**src/core/pbw_defs.svh**
```systemverilog
// Constants of the peripheral bus wait generator: offsets, fields, timing.
// Assumes inclusion by bare name from the generator, divider and bench files.
`ifndef PBW_DEFS_SVH
`define PBW_DEFS_SVH
// Register byte offsets, decoded on the low address byte.
`define PBW_CTRL_OFS 8'h00
`define PBW_STAT_OFS 8'h04
// Control fields: CPU clock ratio to fx and the wait control bit.
`define PBW_CTRL_RATIO_LSB 0
`define PBW_CTRL_RATIO_MSB 4
`define PBW_CTRL_WCTL_BIT 5
`define PBW_CTRL_RST 32'h0000_0001
// Conversion speed select position inside an A/D mode write.
`define PBW_SPEED_BIT 5
// Timing: clock rates as times, and the derived fx divider.
`define PBW_MCLK_PERIOD_NS 10
`define PBW_FX_PERIOD_NS 100
`define PBW_FX_DIV (`PBW_FX_PERIOD_NS / `PBW_MCLK_PERIOD_NS)
`define PBW_CPUL_NS 50
// Fixed waits and baseline instruction lengths in CPU clocks.
`define PBW_WDT_WAIT 4'h3
`define PBW_UART_WAIT 4'h1
`define PBW_RESULT_MIN 4'h1
`define PBW_BASE_ACC 5'h05
`define PBW_BASE_IMM 5'h07
// Twice the A/D macro clock period in fx periods, per speed select.
`define PBW_TWO_MACRO_FAST 5'h04
`define PBW_TWO_MACRO_SLOW 5'h08
`endif

```
**src/core/pbw_pkg.sv**
```systemverilog
// Types shared by the wait generator files.
// Assumes nothing beyond a SystemVerilog compiler.
package pbw_pkg;
  // Peripheral register that a CPU access addresses.
  typedef enum logic [2:0] {
    PBW_OTHER_REG = 3'h0,
    PBW_WATCHDOG_MODE_REG = 3'h1,
    PBW_UART_RX_STATUS_REG = 3'h2,
    PBW_ADC_MODE_REG = 3'h3,
    PBW_ADC_CHANNEL_SELECT_REG = 3'h4,
    PBW_POWER_FAIL_COMPARE_MODE_REG = 3'h5,
    PBW_POWER_FAIL_THRESHOLD_REG = 3'h6,
    PBW_ADC_RESULT_REG = 3'h7
  } pbw_reg_t;
  // One CPU peripheral access, presented for one cycle.
  typedef struct packed {
    logic valid;
    logic write;
    logic immediate;
    pbw_reg_t regSel;
    logic [7:0] wdata;
  } pbw_acc_t;
  // Stall sequencer states.
  typedef enum logic [1:0] {
    PBW_IDLE = 2'b01,
    PBW_STALL = 2'b10
  } pbw_state_t;
endpackage

```
**src/core/pbw_wait_gen.sv**
```systemverilog
// Wait-state generator between the CPU bus and the slow peripheral bus.
// Assumes one AHB-Lite master on the register port and a CPU that offers
// each access for one cycle and holds off the next until accDone.
// Behaviour
// - Accesses to listed slow registers raise a CPU wait for set clocks.
// - Clock conflicts make the CPU repeat the access; next instruction waits. Here no conflict is detected and no access is repeated.
// - Watchdog mode write waits 3 clocks; accumulator move takes 8.
// - Waitless writes take 5 clocks from accumulator, 7 with immediate.
// - UART receive status read waits 1 clock; read takes 6.
// - A/D mode, channel, power-fail writes and result reads wait variably.
// - A/D wait is two macro periods over CPU period plus one.
// - Fraction longer than CPU clock low width rounds the wait up.
// - Macro clock is fx/2 when speed bit 5 is 1, else fx/4.
// - A computed A/D wait of 1 yields no wait at all.
// - At fx 10 MHz waits are 9,5,3,2,0 and 5,3,2,0,0.
// - A result read with zero computed wait still waits one clock.
// - Stated waits hold with wait control 0; counts are CPU clocks.
//
// The address map and the AHB-Lite interface to the registers were chosen for this implementation.
`timescale 1ns/100ps
`include "pbw_defs.svh"
module pbw_wait_gen
  import pbw_pkg::*;
#(
  parameter int FX_DIV = `PBW_FX_DIV,
  parameter int FX_PERIOD_NS = `PBW_FX_PERIOD_NS,
  parameter int CPUL_NS = `PBW_CPUL_NS
) (
  input wire logic mclk,
  input wire logic rst_n,
  input wire logic hsel,
  input wire logic [31:0] haddr,
  input wire logic [1:0] htrans,
  input wire logic hwrite,
  input wire logic [2:0] hsize,
  input wire logic [31:0] hwdata,
  input wire logic hready,
  output logic hreadyout,
  output logic [31:0] hrdata,
  output logic hresp,
  input wire pbw_acc_t cpuAcc,
  output logic cpuWait,
  output logic accDone,
  output logic [4:0] execClocks
);
  logic rstMeta_r, rstSync_r, rstN;
  logic addrValid_r, addrValid_nxt, addrWrite_r, addrWrite_nxt;
  logic [7:0] addrOfs_r, addrOfs_nxt;
  logic [31:0] hrdata_r, hrdata_nxt, ctrl_r, ctrl_nxt;
  logic spdSel_r, spdSel_nxt;
  pbw_state_t state_r, state_nxt;
  logic [3:0] lastWait_r, lastWait_nxt, effWait, adcWait, cnt;
  logic [4:0] execClocks_r, execClocks_nxt, ratio, twoMacro, quot, rem;
  logic [4:0] adcRaw;
  logic [15:0] remNs;
  logic waitCtl, cpuTick, cntZero, cntLoad, start, roundUp;

  // Reset release through two flops; only the second is used.
  always_ff @(posedge mclk or negedge rst_n) begin
    if (!rst_n) begin
      rstMeta_r <= 1'b0;
      rstSync_r <= 1'b0;
    end else begin
      rstMeta_r <= 1'b1;
      rstSync_r <= rstMeta_r;
    end
  end
  assign rstN = rstSync_r;

  // Address phase capture; reads are answered from a register next cycle.
  always_comb begin
    addrValid_nxt = addrValid_r;
    addrWrite_nxt = addrWrite_r;
    addrOfs_nxt = addrOfs_r;
    hrdata_nxt = hrdata_r;
    if (hready) begin
      addrValid_nxt = hsel && htrans[1];
      addrWrite_nxt = hwrite;
      addrOfs_nxt = haddr[7:0];
      hrdata_nxt = 32'h0000_0000;
      if (hsel && htrans[1] && !hwrite) begin
        if (haddr[7:0] == `PBW_CTRL_OFS) begin
          hrdata_nxt = ctrl_r;
        end else if (haddr[7:0] == `PBW_STAT_OFS) begin
          hrdata_nxt = {19'h0_0000, execClocks_r, 1'b0,
                        (state_r == PBW_STALL), spdSel_r, 1'b0, lastWait_r};
        end
      end
    end
  end

  // Bus slave registers.
  always_ff @(posedge mclk or negedge rstN) begin
    if (!rstN) begin
      addrValid_r <= 1'b0;
      addrWrite_r <= 1'b0;
      addrOfs_r <= 8'h00;
      hrdata_r <= 32'h0000_0000;
    end else begin
      addrValid_r <= addrValid_nxt;
      addrWrite_r <= addrWrite_nxt;
      addrOfs_r <= addrOfs_nxt;
      hrdata_r <= hrdata_nxt;
    end
  end
  assign hreadyout = 1'b1;
  assign hresp = 1'b0;
  assign hrdata = hrdata_r;

  // Control register written in the data phase; A/D mode writes update
  // the speed select copy used for the macro clock.
  always_comb begin
    ctrl_nxt = ctrl_r;
    spdSel_nxt = spdSel_r;
    if (addrValid_r && addrWrite_r && addrOfs_r == `PBW_CTRL_OFS) begin
      ctrl_nxt = {26'h000_0000, hwdata[`PBW_CTRL_WCTL_BIT:0]};
    end
    if (start && cpuAcc.write && cpuAcc.regSel == PBW_ADC_MODE_REG) begin
      spdSel_nxt = cpuAcc.wdata[`PBW_SPEED_BIT];
    end
  end

  // Control registers.
  always_ff @(posedge mclk or negedge rstN) begin
    if (!rstN) begin
      ctrl_r <= `PBW_CTRL_RST;
      spdSel_r <= 1'b0;
    end else begin
      ctrl_r <= ctrl_nxt;
      spdSel_r <= spdSel_nxt;
    end
  end
  assign waitCtl = ctrl_r[`PBW_CTRL_WCTL_BIT];

  // CPU clock enable source.
  pbw_clk_div #(.FX_DIV(FX_DIV), .RW(5)) uDiv (
    .mclk(mclk),
    .rstN(rstN),
    .ratio(ratio),
    .cpuTick(cpuTick)
  );

  // A/D group wait from the macro and CPU clock periods, in fx periods.
  always_comb begin
    ratio = ctrl_r[`PBW_CTRL_RATIO_MSB:`PBW_CTRL_RATIO_LSB];
    if (ratio == 5'h00) begin
      ratio = 5'h01;
    end
    twoMacro = spdSel_r ? `PBW_TWO_MACRO_FAST : `PBW_TWO_MACRO_SLOW;
    quot = twoMacro / ratio;
    rem = twoMacro % ratio;
    remNs = 16'(rem) * 16'(FX_PERIOD_NS);
    roundUp = (quot != 5'h00) && (remNs > 16'(CPUL_NS));
    adcRaw = (quot == 5'h00) ? 5'h01 : quot + 5'h01 + 5'(roundUp);
    adcWait = (adcRaw == 5'h01) ? 4'h0 : adcRaw[3:0];
  end

  // Wait clocks for the access on offer, by register and direction.
  always_comb begin
    effWait = 4'h0;
    case (cpuAcc.regSel)
      PBW_WATCHDOG_MODE_REG: begin
        if (cpuAcc.write) begin
          effWait = `PBW_WDT_WAIT;
        end
      end
      PBW_UART_RX_STATUS_REG: begin
        if (!cpuAcc.write) begin
          effWait = `PBW_UART_WAIT;
        end
      end
      PBW_ADC_MODE_REG, PBW_ADC_CHANNEL_SELECT_REG,
      PBW_POWER_FAIL_COMPARE_MODE_REG, PBW_POWER_FAIL_THRESHOLD_REG: begin
        if (cpuAcc.write) begin
          effWait = adcWait;
        end
      end
      PBW_ADC_RESULT_REG: begin
        if (!cpuAcc.write) begin
          effWait = (adcWait == 4'h0) ? `PBW_RESULT_MIN : adcWait;
        end
      end
      default: begin
        effWait = 4'h0;
      end
    endcase
    effWait = effWait + 4'(waitCtl);
  end

  // Stall sequencer: an access that needs waits holds the CPU.
  assign start = (state_r == PBW_IDLE) && cpuAcc.valid;
  assign cntLoad = start && (effWait != 4'h0);
  always_comb begin
    state_nxt = state_r;
    lastWait_nxt = lastWait_r;
    execClocks_nxt = execClocks_r;
    accDone = 1'b0;
    case (state_r)
      PBW_IDLE: begin
        if (cpuAcc.valid) begin
          lastWait_nxt = effWait;
          execClocks_nxt = ((cpuAcc.write && cpuAcc.immediate) ?
            `PBW_BASE_IMM : `PBW_BASE_ACC) + 5'(effWait);
          if (effWait != 4'h0) begin
            state_nxt = PBW_STALL;
          end else begin
            accDone = 1'b1;
          end
        end
      end
      PBW_STALL: begin
        if (cntZero) begin
          state_nxt = PBW_IDLE;
          accDone = 1'b1;
        end
      end
      default: begin
        state_nxt = PBW_IDLE;
      end
    endcase
  end

  // Sequencer registers.
  always_ff @(posedge mclk or negedge rstN) begin
    if (!rstN) begin
      state_r <= PBW_IDLE;
      lastWait_r <= 4'h0;
      execClocks_r <= 5'h00;
    end else begin
      state_r <= state_nxt;
      lastWait_r <= lastWait_nxt;
      execClocks_r <= execClocks_nxt;
    end
  end

  // Wait clocks are counted on the CPU clock enable.
  pbw_wait_cnt #(.W(4)) uCnt (
    .mclk(mclk),
    .rstN(rstN),
    .load(cntLoad),
    .loadVal(effWait),
    .tick(cpuTick),
    .count(cnt),
    .zero(cntZero)
  );
  assign cpuWait = (state_r == PBW_STALL);
  assign execClocks = execClocks_r;
endmodule

```
**src/core/pbw_clk_div.sv**
```systemverilog
// CPU clock enable: mclk divided to fx, then by the CPU clock ratio.
// Assumes an asynchronous active-low reset already released cleanly.
`timescale 1ns/100ps
`include "pbw_defs.svh"
module pbw_clk_div #(
  parameter int FX_DIV = `PBW_FX_DIV,
  parameter int RW = 5
) (
  input wire logic mclk,
  input wire logic rstN,
  input wire logic [RW-1:0] ratio,
  output logic cpuTick
);
  logic [7:0] fxCnt_r, fxCnt_nxt;
  logic [RW-1:0] cpuCnt_r, cpuCnt_nxt;
  logic fxTick;

  // The fx enable fires once every FX_DIV mclk cycles.
  assign fxTick = (fxCnt_r == 8'(FX_DIV - 1));
  // The CPU enable fires on every ratio-th fx enable; ratio 0 acts as 1.
  always_comb begin
    fxCnt_nxt = fxTick ? 8'h00 : fxCnt_r + 8'h01;
    cpuCnt_nxt = cpuCnt_r;
    cpuTick = 1'b0;
    if (fxTick) begin
      if (cpuCnt_r + RW'(1) >= ratio) begin
        cpuCnt_nxt = '0;
        cpuTick = 1'b1;
      end else begin
        cpuCnt_nxt = cpuCnt_r + RW'(1);
      end
    end
  end

  // Counter registers.
  always_ff @(posedge mclk or negedge rstN) begin
    if (!rstN) begin
      fxCnt_r <= 8'h00;
      cpuCnt_r <= '0;
    end else begin
      fxCnt_r <= fxCnt_nxt;
      cpuCnt_r <= cpuCnt_nxt;
    end
  end
endmodule

```
**src/core/pbw_wait_cnt.sv**
```systemverilog
// Down-counter of CPU wait clocks, loaded at the start of a stall.
// Assumes tick is a one-cycle enable at the CPU clock rate.
`timescale 1ns/100ps
module pbw_wait_cnt #(
  parameter int W = 4
) (
  input wire logic mclk,
  input wire logic rstN,
  input wire logic load,
  input wire logic [W-1:0] loadVal,
  input wire logic tick,
  output logic [W-1:0] count,
  output logic zero
);
  logic [W-1:0] cnt_r, cnt_nxt;

  // Load wins over a decrement; the count stops at zero.
  always_comb begin
    cnt_nxt = cnt_r;
    if (load) begin
      cnt_nxt = loadVal;
    end else if (tick && cnt_r != '0) begin
      cnt_nxt = cnt_r - W'(1);
    end
  end

  // Count register.
  always_ff @(posedge mclk or negedge rstN) begin
    if (!rstN) begin
      cnt_r <= '0;
    end else begin
      cnt_r <= cnt_nxt;
    end
  end

  assign count = cnt_r;
  assign zero = (cnt_r == '0);
endmodule

```
**config.mk**
```make
export PLATFORM = sky130hd
export DESIGN_NAME = pbw_wait_gen
export DESIGN_NICKNAME = d
export VERILOG_FILES = /design/src/core/pbw_pkg.sv /design/src/core/pbw_wait_gen.sv /design/src/core/pbw_clk_div.sv /design/src/core/pbw_wait_cnt.sv
export VERILOG_INCLUDE_DIRS = /design/src /design/src/core
export SDC_FILE = /design/constraint.sdc
export NUM_CORES = 1
export LEC_CHECK = 0
export BUFFER_PORTS_ARGS = -buffer_cell sky130_fd_sc_hd__clkbuf_2
export CORE_MARGIN = 2
export CORE_UTILIZATION = 50
export CTS_BUF_LIST = sky130_fd_sc_hd__clkbuf_16
export CTS_CLUSTER_DIAMETER = 50
export DETAILED_ROUTE_END_ITERATION = 6
export PLACE_DENSITY = 0.81
export SYNTH_ARGS = -nofsm -noshare
export SYNTH_HDL_FRONTEND = slang
export SYNTH_SLANG_ARGS = --single-unit
```
**constraint.sdc**
```tcl
create_clock -name mclk -period 22.1 [get_ports mclk]
set_clock_uncertainty 0.1 [all_clocks]
set_input_delay 0 -clock mclk [delete_from_list [all_inputs] [get_ports mclk]]
set_output_delay 0 -clock mclk [all_outputs]
set_load 0.05 [all_outputs]
```
# Word-level counts from Yosys, hierarchy flattened
# Index checks and enable logic that the tools add are counted.
# totals
memories	0
inputBits	88
mem_bits_rw	0
latchBits	0
output_inout_bits	41
reg_bits	79
rom_bits	0
wordCells	94
# op_classes
shift	0
bitwise	0
n_reduce_logical	25
n_eq_ne	15
n_addsub	7
div_mod_pow	2
magnitude_cmp	2
multipliers	1
mux	28
# ops
op	count
2-to-1 mux 13 bit	3
2-to-1 mux 4 bit	7
logical NOT 8 bit	2
case mux 4 bit (4 select lines)	1
2-to-1 mux 5 bit	3
== test 3 bit (second input constant)	4
> comparator 12 x 6 -> 1 bit (second input constant)	1
logical AND 1 bit	11
adder 5 x 1 -> 5 bit (second input constant)	2
logical NOT 5 bit	2
multiplier 5 x 5 -> 10 bit (second input constant)	1
2-to-1 mux 2 bit	5
adder 8 x 1 -> 8 bit (second input constant)	1
== test 8 x 3 -> 1 bit (second input constant)	1
== test 8 x 4 -> 1 bit (second input constant)	1
logical NOT 4 bit	2
2-to-1 mux 8 bit	1
nonzero test 4 bit	2
== test 3 x 2 -> 1 bit (second input constant)	2
2-to-1 mux 1 bit	6
adder 3 x 4 -> 5 bit	1
adder 5 x 1 -> 5 bit	1
divider 5 x 5 -> 5 bit	1
== test 5 x 1 -> 1 bit (second input constant)	1
17 further kinds	18

# Logic depth before layout (Yosys ltp)
# Gate-level depths: netlist of run 1.
# depth
ltp_word	19
ltp_mapped	56
mapped_depth_nobuf	55

# Cells and area by module
# From an unflattened synthesis of run 1, not the netlist that was laid out.
# unflattened
hier_cells	441
hier_area_um2	4400.5
# by_module_without_submodules
mod	cells_per_inst	instances	area_each_um2	seq_area_each_um2
pbw_wait_gen	349	1	3370.7	1053.5
pbw_clk_div	65	1	759.5	325.3
pbw_wait_cnt	27	1	270.3	100.1

# Worst setup path before layout of run 1
# Ideal clock, no wire load.
# synth_path
path_kind	reg-to-output
start	reg ctrl_r[1]
end	out accDone
arrival_time_ps	11151
slack_ps	10849
required_ps	22000
n_path_buf	1
path_stages_with_launch	51
cell_sequence	dfrtp_1 > nor4_4 > nor2_1 > ha_1 > nor2_1 > a21oi_1 > and2_1 > ha_1 > a21oi_1 > nor2_1 > mux2_2 > ha_1 > a211o_1 > nand2_1 > mux2_2 > ha_1 > o21ai_0 > nand2b_1 > [... 15 more ...] > nand2b_1 > a21oi_1 > o221ai_1 > o31ai_1 > ha_1 > inv_1 > ha_1 > xnor2_1 > a21boi_0 > o22ai_1 > nand2_1 > a21oi_1 > ha_1 > inv_1 > a2111oi_4 > mux2i_2 > nand4_1 > a21oi_1
# synth_via
elab_chain_len	19
elab_cells_between_ends	24
cone_classes	3 x add/sub; 1 x mul; 2 x div; 1 x order compare; 1 x eq/ne; 10 x mux; 6 x reduce/logical
# synth_lines
item	line_no	text
start, declared	pbw_wait_gen.sv:49	logic [31:0] hrdata_r, hrdata_nxt, ctrl_r, ctrl_nxt;
start signal, assigned	pbw_wait_gen.sv:126	ctrl_r <= `PBW_CTRL_RST;
start signal, assigned	pbw_wait_gen.sv:129	ctrl_r <= ctrl_nxt;
logical NOT 5 bit	pbw_wait_gen.sv:146	if (ratio == 5'h00) begin
2-to-1 mux 5 bit *	pbw_wait_gen.sv:146	
remainder unit 5 x 5 -> 5 bit	pbw_wait_gen.sv:151	rem = twoMacro % ratio;
multiplier 5 x 5 -> 10 bit	pbw_wait_gen.sv:152	remNs = 16'(rem) * 16'(FX_PERIOD_NS);
> comparator 12 x 6 -> 1 bit	pbw_wait_gen.sv:153	roundUp = (quot != 5'h00) && (remNs > 16'(CPUL_NS));
logical AND 1 bit	pbw_wait_gen.sv:153	
adder 5 x 1 -> 5 bit	pbw_wait_gen.sv:154	adcRaw = (quot == 5'h00) ? 5'h01 : quot + 5'h01 + 5'(roundUp);
2-to-1 mux 5 bit *	pbw_wait_gen.sv:154	
[... 3 more ...]	n/a	
2-to-1 mux 4 bit	pbw_wait_gen.sv:180	effWait = (adcWait == 4'h0) ? `PBW_RESULT_MIN : adcWait;
2-to-1 mux 4 bit	pbw_wait_gen.sv:179	if (!cpuAcc.write) begin
case mux 4 bit (4 select lines) *	pbw_wait_gen.sv:161	case (cpuAcc.regSel)
adder 4 x 1 -> 4 bit *	pbw_wait_gen.sv:187	effWait = effWait + 4'(waitCtl);
nonzero test 4 bit *	pbw_wait_gen.sv:204	if (effWait != 4'h0) begin
2-to-1 mux 1 bit *	pbw_wait_gen.sv:204	
2-to-1 mux 1 bit *	pbw_wait_gen.sv:200	if (cpuAcc.valid) begin
case mux 1 bit (2 select lines) *	pbw_wait_gen.sv:198	case (state_r)
end, declared	pbw_wait_gen.sv:43	output logic accDone,
# Every way passes the cells marked *; elsewhere a longest branch is shown, timed or not.

# Final worst setup path of run 1
# Same ends and word-level chain as after synthesis.

==> results of run 1 <==
==> through the flow <==
stage               utilization, %  instances  worst slack [ns]
detailed placement            54.1        610              9.58
global placement              54.1        610              9.95
finish                        59.8        647              9.15
CTS                           59.8        647              9.18
global route                  59.8        647              8.28
floorplan                        -        488             10.85
==> registers in the layout, summed over array words and instances (netlist names) <==
name           count
addrOfs_r          8
addrValid_r        1
addrWrite_r        1
ctrl_r             6
execClocks         5
hrdata            12
lastWait_r         4
rstMeta_r          1
rstN               1
spdSel_r           1
state_r            2
uCnt.count         4
uDiv.cpuCnt_r      5
uDiv.fxCnt_r       8
==> cells in the mapped netlist (10+ instances only) <==
master / number / area (um2)
dfrtp_1: 57 / 1430
ha_1: 49 / 613
nand2_1: 44 / 165
inv_1: 37 / 139
o21ai_0: 29 / 145
mux2_2: 27 / 304
buf_4: 23 / 173
nor2_1: 23 / 86.3
a21oi_1: 22 / 110
xnor2_1: 15 / 131
nand3_1: 14 / 70.1
xor2_1: 10 / 87.6
==> logic make-up after synthesis <==
family | count (synthesis) | synth area share, %
simple gates | 134 | 16.0
compound gates | 90 | 13.5
buf+inv | 69 | 7.80
flops | 59 | 33.4
fa+ha+maj | 52 | 15.2
mux | 36 | 8.98
xor+xnor | 25 | 4.94
other cells | 2 | 0.170
==> report_power, final <==
part	internal (mW)	switching (mW)	total [mW]
logic	0.125	0.186	0.311
clock network	0.0848	0.0460	0.131
registers	0.124	0.0144	0.138
total	0.334	0.246	0.580
==> path summary, 6_finish.rpt <==
| kind | from | slack, ns | cells past startpoint | end |
|---|---|---|---|---|
| max | ctrl_r[1]$_DFFE_PN0P_ | 9.15 | 51 | accDone |
| min | cpuAcc[10] | 0.08 | 3 | spdSel_r$_DFFE_PN0P_ |
| max reg2reg | ctrl_r[1]$_DFFE_PN0P_ | 9.63 | 50 | state_r[1]$_DFFE_PN0P_ |
| min reg2reg | rstMeta_r$_DFF_PN0_ | 0.25 | 0 | rstN$_DFF_PN0_ |
| max in group asynchronous | rstN$_DFF_PN0_ | 21.13 | 1 | lastWait_r[1]$_DFFE_PN0P_ |
| min in group asynchronous | rstN$_DFF_PN0_ | 0.29 | 1 | hrdata[6]$_DFFE_PN0P_ |
==> final cells by class <==
| class | count | area, um2 |
|---|---|---|
| Tap cell | 108 | 135 |
| Multi-Input combinational cell | 360 | 2680 |
| Clock buffer | 9 | 225 |
| Timing Repair Buffer | 67 | 443 |
| Sequential cell | 59 | 1480 |
| Fill cell | 672 | 3480 |
| Inverter | 37 | 139 |
| Clock inverter | 7 | 53.8 |
==> layout by cell type, fill, tap and decap left out, types with 10 or more instances in the layout <==
cell type and instances:
inv_1 40, mux2_2 27, ha_1 49, dlygate4sd3_1 21, nand3_1 14, o21ai_0 29, xnor2_1 15, nand2_1 44
xor2_1 10, dfrtp_1 56, nor2_1 23, a21oi_1 22, clkbuf_2 45, conb_1 23
==> routing by layer <==
| metal | vias up | wire (um) |
|---|---|---|
| met5 | - | 0 |
| met4 | 0 | 361 |
| met3 | 29 | 390 |
| met2 | 125 | 5110 |
| met1 | 1716 | 4150 |
| li1 | 1731 | - |
==> repair_timing <==
| action | 4_1_cts | 5_1_grt |
|---|---|---|
| hold endpoints to repair | 21 | 0 |
| hold buffers | 21 | 0 |
| resized for setup | 0 | 0 |
==> critical path: cells and delay by family (launching register included) <==
kind                     cells  cell delay (ns)
flip-flops                   1             0.51
AO/OA/AOI/OAI               15             2.84
XOR/XNOR                     1             0.43
adder cells (fa/ha/maj)     12             3.57
AND/OR/NAND/NOR             13             2.42
multiplexers                 5             2.05
buffers and inverters        5             0.68
==> implementation parameters, run 1 <==
Parameter                              Value

Power
  Areal power density over the cells    112 mW/mm2
  Worst VDD drop    0.123 mV
  Reported leakage power    2.44 nW
  PnR Total Power    0.580 mW

Floorplanning
  Site row count    34
  Boundary pin count    129
  Vert. Die Dim    98.1 um
  Effective utilization at floorplan    51.3%
  Area inside the core boundary    0.00864 mm2
  Floorplan die area    0.00963 mm2
  Die W    98.1 um

Timing
  Fraction of the cycle the final worst path needs    58.6%
  Final hold slack    0.0763 ns
  Headroom to the max-slew limit    53.2%
  Final number of hold-violating endpoints    0
  Min Tclk post-route    12.95 ns
  Number of slew-limit violations in the final report    0
  Setup repair after global routing missed its margin    false
  Final setup TNS    0 ns
  Final count of negative-setup-slack endpoints    0
  Actual transition at the worst max-transition pin    0.702 ns
  Highest Clock Rate    77.2 MHz

Detailed routing
  Routed WL per cell    15.5 um
  Total routed wirelength    10,000 um
  Vias per cell    5.57
  Total number of vias    3,601
  Number of DRC markers after the initial detailed-route iteration    173
  Residual DRC count    0
  DR pass1 iterations    5
  Antenna-violating nets left    0

Finish
  Area Growth Syn to Fin    16.5%
  Share of layout cells above drive strength 1    19.7%
  Non-Filler Cell Area, Final    0.00516 mm2
  Final nets    674
  Ant diodes    0

Place
  Final weighted congestion in routability-driven placement    0.907
  Placed standard-cell area    0.00467 mm2
  Post-DP HPWL    6930 um
  Quantity of I/O buffers inserted on ports    45

Synth
  Share of the yosys chip area belonging to registers    33.4%
  Number of instances in the synthesized netlist    467
  Most used flip-flop cell after synthesis    dfrtp_1
  Flip-flop and latch count after synthesis    59
  Warnings, synthesis    0
  Cell area after synthesis    0.00443 mm2
  Netlist cell types    61
  Number of enable-type register cells in the synthesized netlist    0
  Async set-or-reset flop fraction in the synthesized netlist    100%
  Post-Synthesis Mean Instance Area    9.48 um2

Global routing
  Largest net degree at the start of global routing    58
  Number of antenna violations at the first check in global routing    0
  Overall track demand over capacity in global routing    21.1%
  GR Layer Usage met1    24.0%
  Peak-usage layer in the global routing report    met2
  GRT overflow    0
  First-pass GRT wire length    16,600 um
  Met3 track demand over resource in global routing    3.36%
  Met2 Track Usage GR    38.5%
  Via count of the first global-routing pass    3,660

Min path
  Hold crit path type    in2reg

Run status
  Outcome    complete, no violations

Worst setup path
  Critical Path End Type    primary output
  Largest driver fanout on the critical path    12
  Worst Setup Start Kind    register
  Worst setup path class    reg2out
  Master of the slowest instance on the critical path    mux2i_2
  Cell occurring most often along the worst timing path    ha_1
  Arrival time reported for the critical path endpoint    12.85 ns
  Slowest Stage Delay on Critical Path    0.54 ns
  Req. time, crit path    22.00 ns

Run
  Number of maximum-capacitance constraint violations    0

Clock network
  CTS H-Tree Depth    3
  CTS tree    yes
  Root Buffer    clkbuf_16
  Number of buffers created by CTS    9
  Source-to-sink clock delay at the later pin of the worst-skew pair    0.33 ns
  Number of buffers added for setup after CTS    0
  Bufs on Longest Clock Path    2
  Clock-pin transition on the worst setup and hold timing paths    0.05 ns
  Clock Sinks    59
Note: power is estimated with default switching activity, not from simulation.
==> run 2: changes to the inputs <==
==> constraint.sdc (replaced) <==
create_clock -name mclk -period 12.55 [get_ports mclk]
set_clock_uncertainty 0.1 [all_clocks]
set_input_delay 0 -clock mclk [delete_from_list [all_inputs] [get_ports mclk]]
set_output_delay 0 -clock mclk [all_outputs]
set_load 0.05 [all_outputs]
==> run 2 against run 1 <==
Flip-flop and latch count unchanged. Setup slack got worse by 8.6 ns. Final cell count rose by 0.77%.
==> implementation parameters, run 2 (synthesis gave the netlist of run 1 again) <==
Parameter                              Value

Run status
  Outcome    complete, no violations

Place
  Quantity of I/O buffers inserted on ports    45 (unchanged)
  Post-DP HPWL    6940 um (+0.13%)
  Placed instance count    611 (+0.16%)
  Placement-stage worst setup slack    0.249 ns (-9.33 ns)
  Final weighted congestion in routability-driven placement    0.875 (-3.5%)

Clock network
  Bufs on Longest Clock Path    2 (unchanged)
  Root Buffer    clkbuf_16
  Number of buffers created by CTS    9 (unchanged)
  Source-to-sink clock delay at the later pin of the worst-skew pair    0.33 ns (about the same)
  Clock Sinks    59 (unchanged)
  CTS tree    yes
  CTS H-Tree Depth    3 (unchanged)
  Clock-pin transition on the worst setup and hold timing paths    0.05 ns (about the same)

Detailed routing
  DR pass1 iterations    5 (unchanged)
  Antenna-violating nets left    0 (unchanged)
  Vias per cell    5.62 (+0.94%)
  Residual DRC count    0 (unchanged)
  Routed WL per cell    15.9 um (+3.0%)
  Total routed wirelength    10,400 um (+3.8%)
  Total number of vias    3,663 (+1.7%)
  Number of DRC markers after the initial detailed-route iteration    238 (+38%)

Floorplanning
  Area inside the core boundary    0.00864 mm2 (unchanged)
  Die W    98.1 um (unchanged)
  Floorplan die area    0.00963 mm2 (unchanged)
  Vert. Die Dim    98.1 um (unchanged)
  Effective utilization at floorplan    51.3% (unchanged)
  Boundary pin count    129 (unchanged)
  Site row count    34 (unchanged)

Global routing
  Number of antenna violations at the first check in global routing    0 (unchanged)
  First-pass GRT wire length    16,700 um (+1.1%)
  Largest net degree at the start of global routing    58 (unchanged)
  GRT overflow    0 (unchanged)
  Via count of the first global-routing pass    3,714 (+1.5%)
  Overall track demand over capacity in global routing    21.5% (+0.34 points)

Timing
  Final number of hold-violating endpoints    0 (unchanged)
  Final count of negative-setup-slack endpoints    0 (unchanged)
  Headroom to the max-slew limit    53.0% (-0.18 points)
  Highest Clock Rate    83.1 MHz
  Min Tclk post-route    12.04 ns
  Number of slew-limit violations in the final report    0 (unchanged)
  Final hold slack    0.0250 ns (-0.0513 ns)
  Fraction of the cycle the final worst path needs    95.9%
  Worst Setup Slack, final    0.514 ns (-8.64 ns)
  Actual transition at the worst max-transition pin    0.705 ns (+0.00275 ns)

Worst setup path
  Worst reg2reg path startpoint    ctrl_r[2]$_DFFE_PN0P_
  Cells on worst reg2reg path    52 (+4.0%)
  Arrival time reported for the critical path endpoint    11.94 ns (-0.91 ns)
  Slowest Stage Delay on Critical Path    0.48 ns (-0.06 ns)
  Critical Path End Type    primary output
  FF-to-FF setup slack    0.86 ns (-8.77 ns)
  Worst setup path class    reg2out
  R2r endpoint    uCnt.count[0]$_DFFE_PN0P_
  Largest driver fanout on the critical path    9 (-3)
  Worst Setup Start Kind    register
  Worst Setup SP    ctrl_r[2]$_DFFE_PN0P_
  Req. time, crit path    12.45 ns (-9.55 ns)
  Termination of the worst setup path    accDone
  Cell occurring most often along the worst timing path    ha_1
  Master of the slowest instance on the critical path    fa_1

Min path
  Hold crit path type    in2reg

Power
  Areal power density over the cells    195 mW/mm2 (+73%)
  Reported leakage power    2.46 nW (+0.62%)
  Worst VDD drop    0.203 mV (+65%)

Finish
  Final nets    681 (+1.0%)
  Share of layout cells above drive strength 1    22.1% (+2.4 points)
  Most common cell after layout, fill and taps aside    dfrtp_1
  Most frequent cells in the layout    dfrtp_1, ha_1, clkbuf_2
  Number of standard cells in the final layout excluding fillers    652 (+0.77%)
  Fin util    60.3% (+0.54 points)
  Largest register FFs    12 (unchanged)
  Area Growth Syn to Fin    17.5%
  Ant diodes    0 (unchanged)

Run
  Number of maximum-capacitance constraint violations    0 (unchanged)
run 2: how the worst min path moves through the flow:
stage,endpoint,from,slack (ns),cells after the start
after global routing,hrdata[4]$_DFFE_PN0P_,haddr[2],0.04,2
final,hrdata[4]$_DFFE_PN0P_,haddr[2],0.02,2
after global placement,rstMeta_r$_DFF_PN0_,rst_n,-0.31,1
after CTS,hrdata[4]$_DFFE_PN0P_,haddr[2],0.00004,2
after floorplan,rstMeta_r$_DFF_PN0_,rst_n,-0.40,0
after detailed placement,rstMeta_r$_DFF_PN0_,rst_n,-0.31,1
run 2: timing repair:
item	in CTS	in global routing
buffers inserted	0	7
hold buffers	20	0
endpoints found under the setup margin	1	12
pin swaps	0	2
hold endpoints to repair	20	0
resized for setup	1	8
run 2: area by class of cell:
cell class	instances	area, um2
tap	108	135
sequential	59	1480
clock inverter	5	22.5
inverter	37	139
multi-input combinational	360	2710
clock buffer	9	225
timing repair buffer	74	495
fill	682	3430
run 2: where the power goes:
| part | internal [mW] | switching [mW] | total (mW) |
|---|---|---|---|
| Sequential | 0.218 | 0.0239 | 0.242 |
| Clock | 0.128 | 0.0782 | 0.206 |
| Combinational | 0.230 | 0.335 | 0.565 |
run 2: through the flow:
step	total power, mW	TNS (ns)	area (um2)
after CTS	1.00	0	5130
final	1.01	0	5210
after global routing	1.10	-0.133	5210
after detailed placement	0.784	0	4680
after global placement	0.744	0	4680
after floorplan	0.679	0	4510
run 2: layer usage:
layer | share of wire (%) | up-vias | GRT usage [%]
met5 | 0 | - | 0
met4 | 2.8 | 0 | 9.29
met3 | 5.3 | 31 | 5.15
met2 | 52 | 136 | 39.5
met1 | 40 | 1770 | 23.4
li1 | - | 1726 | -
run 2: worst max-delay path, delay by kind of cell (launching register included):
family          cells  cell delay, ns
fa+ha+maj          12            3.51
compound gates     17            2.88
simple gates       12            2.09
mux                 6            2.02
buf+inv             5            0.64
flops               1            0.47
==> run 3: changes to the inputs <==
--- a/config.mk
+++ b/config.mk
@@ -6,6 +6,7 @@
 export SDC_FILE = /design/constraint.sdc
 export NUM_CORES = 1
 export LEC_CHECK = 0
+export ABC_AREA = 1
 export BUFFER_PORTS_ARGS = -buffer_cell sky130_fd_sc_hd__clkbuf_2
 export CORE_MARGIN = 2
 export CORE_UTILIZATION = 50
==> run 3 against run 2 <==
Final area rose by 1.9%. Via count is 8.7% higher. Wire length up 0.20%. Critical path depth rose by 15. Largest power group unchanged. Highest routed layer unchanged.
==> implementation parameters, run 3 <==
Parameter                              Value

Run status
  Outcome    complete, no violations

Place
  Post-DP HPWL    7260 um (+4.5%)
  Placed standard-cell area    0.00470 mm2 (+0.51%)
  Final weighted congestion in routability-driven placement    0.900 (+2.8%)
  Quantity of I/O buffers inserted on ports    45 (unchanged)

Worst setup path
  Largest driver fanout on the critical path    10 (+1)
  Cells on worst reg2reg path    67 (+29%)
  Top delay family on crit path    adder cells
  Buffers and inverters on the worst path    14 (+9)
  Worst setup path class    reg2out
  Cell occurring most often along the worst timing path    inv_1
  Slowest Stage Delay on Critical Path    0.48 ns (about the same)
  Arrival time reported for the critical path endpoint    11.13 ns (-0.81 ns)
  R2r endpoint    execClocks[4]$_DFFE_PN0P_
  Worst Setup Start Kind    register
  Req. time, crit path    12.45 ns (about the same)
  FF-to-FF setup slack    1.40 ns (+0.54 ns)
  Critical Path End Type    primary output
  Worst reg2reg path startpoint    ctrl_r[1]$_DFFE_PN0P_
  Master of the slowest instance on the critical path    fa_1

Timing
  Fraction of the cycle the final worst path needs    89.5% (-6.4 points)
  Actual transition at the worst max-transition pin    0.764 ns (+0.0590 ns)
  Setup repair after global routing missed its margin    false
  Number of slew-limit violations in the final report    0 (unchanged)
  Final count of negative-setup-slack endpoints    0 (unchanged)
  Final hold slack    0.0937 ns (+0.0688 ns)
  Final setup TNS    0 ns (unchanged)
  Highest Clock Rate    89.0 MHz (+7.2%)
  Min Tclk post-route    11.23 ns (-0.805 ns)
  Headroom to the max-slew limit    48.6% (-4.4 points)
  Final number of hold-violating endpoints    0 (unchanged)

Detailed routing
  Total number of vias    3,981 (+8.7%)
  Number of DRC markers after the initial detailed-route iteration    250 (+5.0%)
  Routed WL per cell    14.0 um (-12%)
  Residual DRC count    0 (unchanged)
  Antenna-violating nets left    0 (unchanged)
  Total routed wirelength    10,400 um (+0.20%)
  DR pass1 iterations    5 (unchanged)
  Vias per cell    5.34 (-4.9%)

Synth
  Number of instances in the synthesized netlist    548 (+17%)
  Netlist cell types    46 (-25%)
  Flip-flop and latch count after synthesis    59 (unchanged)
  Async set-or-reset flop fraction in the synthesized netlist    100% (unchanged)
  Top cells by instance count after synthesis    nand2_1, inv_1, dfrtp_1
  Fraction of synthesized cell area taken by the top area cell type    32.2% (-0.036 points)
  Number of enable-type register cells in the synthesized netlist    0 (unchanged)
  Post-Synthesis Mean Instance Area    8.09 um2 (-15%)
  Share of the yosys chip area belonging to registers    33.4% (-0.038 points)
  Most used flip-flop cell after synthesis    dfrtp_1
  Cell area after synthesis    0.00443 mm2 (+0.11%)
  Warnings, synthesis    0 (unchanged)
  Cell types occupying the most area after synthesis    dfrtp_1, ha_1, nand2_1
  Dominant cell by count in the synthesized netlist    nand2_1
  Synth area leader    dfrtp_1

Power
  Reported leakage power    2.82 nW (+14%)
  Areal power density over the cells    264 mW/mm2 (+36%)
  Worst VDD drop    0.169 mV (-17%)

Clock network
  Clock-pin transition on the worst setup and hold timing paths    0.05 ns (about the same)
  Number of buffers added for setup after CTS    0 (unchanged)
  CTS H-Tree Depth    3 (unchanged)
  Clock Sinks    59 (unchanged)
  Source-to-sink clock delay at the later pin of the worst-skew pair    0.33 ns (about the same)
  Post-cts gate resize count    0 (-1)
  Bufs on Longest Clock Path    2 (unchanged)
  CTS hold repair buffers    32 (+60%)
  Root Buffer    clkbuf_16
  CTS tree    yes
  Number of buffers created by CTS    9 (unchanged)

Global routing
  Largest net degree at the start of global routing    55 (-5.2%)
  Overall track demand over capacity in global routing    22.7% (+1.2 points)
  GRT overflow    0 (unchanged)
  First-pass GRT wire length    17,900 um (+6.9%)
  Via count of the first global-routing pass    3,905 (+5.1%)
  Number of antenna violations at the first check in global routing    0 (unchanged)

Floorplanning
  Effective utilization at floorplan    51.1% (-0.19 points)
  Floorplan die area    0.00964 mm2 (+0.10%)
  Vert. Die Dim    98.2 um (about the same)
  Die W    98.2 um (about the same)
  Area inside the core boundary    0.00868 mm2 (+0.49%)
  Boundary pin count    129 (unchanged)
  Site row count    34 (unchanged)

Min path
  Hold crit path type    in2reg
  Count of cells along the worst hold path    6 (+4)
  Worst min-delay path startpoint    cpuAcc[11]
  Worst hold endpoint    execClocks[1]$_DFFE_PN0P_

Finish
  Share of layout cells above drive strength 1    15.9% (-6.2 points)
  Most common cell after layout, fill and taps aside    nand2_1
  Most frequent cells in the layout    nand2_1, inv_1, dfrtp_1
  Final nets    772 (+13%)
  Non-Filler Cell Area, Final    0.00531 mm2 (+1.9%)
  Layout filler cell count    693 (+1.6%)
  Ant diodes    0 (unchanged)
  Largest register FFs    12 (unchanged)
  Area Growth Syn to Fin    19.7%

Run
  Number of maximum-capacitance constraint violations    0 (unchanged)
## run 3: changes by cell type after synthesis, sizes merged, moves of 13 or more
| cell | delta |
|---|---|
| inv | +41 |
| nand3 | +13 |
| nand2 | +89 |
| mux2 | -21 |
| nor2 | +16 |
## run 3: stage by stage
step	setup slack (ns)	util [%]	cells	power, mW
global route	0.134	61.2	745	1.56
finish	1.32	61.2	745	1.40
CTS	1.42	61.2	745	1.40
floorplan	2.82	-	569	0.985
detailed placement	1.59	54.2	697	1.15
global placement	1.96	54.2	697	1.10
## run 3: layout make-up
| class | instances | area [um2] | area share [%] |
|---|---|---|---|
| clock buffer | 9 | 225 | 4.24 |
| tap | 108 | 135 | 2.55 |
| multi-input combinational | 404 | 2550 | 48.1 |
| inverter | 80 | 300 | 5.66 |
| timing repair buffer | 78 | 553 | 10.4 |
| sequential | 59 | 1480 | 27.9 |
| clock inverter | 7 | 60.1 | 1.13 |
## run 3: worst max path at each step
| stage | start | end | depth (start not counted) | slack (ns) |
|---|---|---|---|---|
| final | ctrl_r[1]$_DFFE_PN0P_ | accDone | 67 | 1.32 |
| after global routing | ctrl_r[1]$_DFFE_PN0P_ | accDone | 65 | 0.13 |
| after CTS | ctrl_r[1]$_DFFE_PN0P_ | accDone | 67 | 1.42 |
| after detailed placement | ctrl_r[1]$_DFFE_PN0P_ | execClocks[4]$_DFFE_PN0P_ | 67 | 1.59 |
| after global placement | ctrl_r[1]$_DFFE_PN0P_ | execClocks[4]$_DFFE_PN0P_ | 65 | 1.96 |
| after floorplan | ctrl_r[1]$_DFFE_PN0P_ | accDone | 64 | 2.82 |
## run 3: layer usage
metal,track usage [%],up-vias,share of wire (%)
li1,-,1926,-
met4,9.06,0,3.2
met2,38.1,157,48
met3,5.51,40,6.6
met1,28.1,1858,42
met5,0,-,0
## run 3: report_power, final
group | switching (mW) | internal (mW) | total (mW)
Clock | 0.0839 | 0.151 | 0.235
Sequential | 0.0249 | 0.219 | 0.243
Combinational | 0.561 | 0.361 | 0.922
## run 3: cells by family after synthesis
family | share of synthesized area (%)
XOR/XNOR | 4.15
other | 0.169
buffers and inverters | 10.8
AND/OR/NAND/NOR | 24.2
AO/OA/AOI/OAI | 10.6
flip-flops | 33.4
multiplexers | 1.52
adder cells (fa/ha/maj) | 15.2
## run 3: worst reg2reg max path: cells and delay by family (launching register included)
kind | cells | cell delay (ns)
and+or+nand+nor | 27 | 2.86
xor gates and xnor gates | 1 | 0.15
AOI/OAI and AO/OA | 14 | 2.42
buffers and inverters | 12 | 1.39
DFF | 1 | 0.45
adders and majority gates | 13 | 3.69
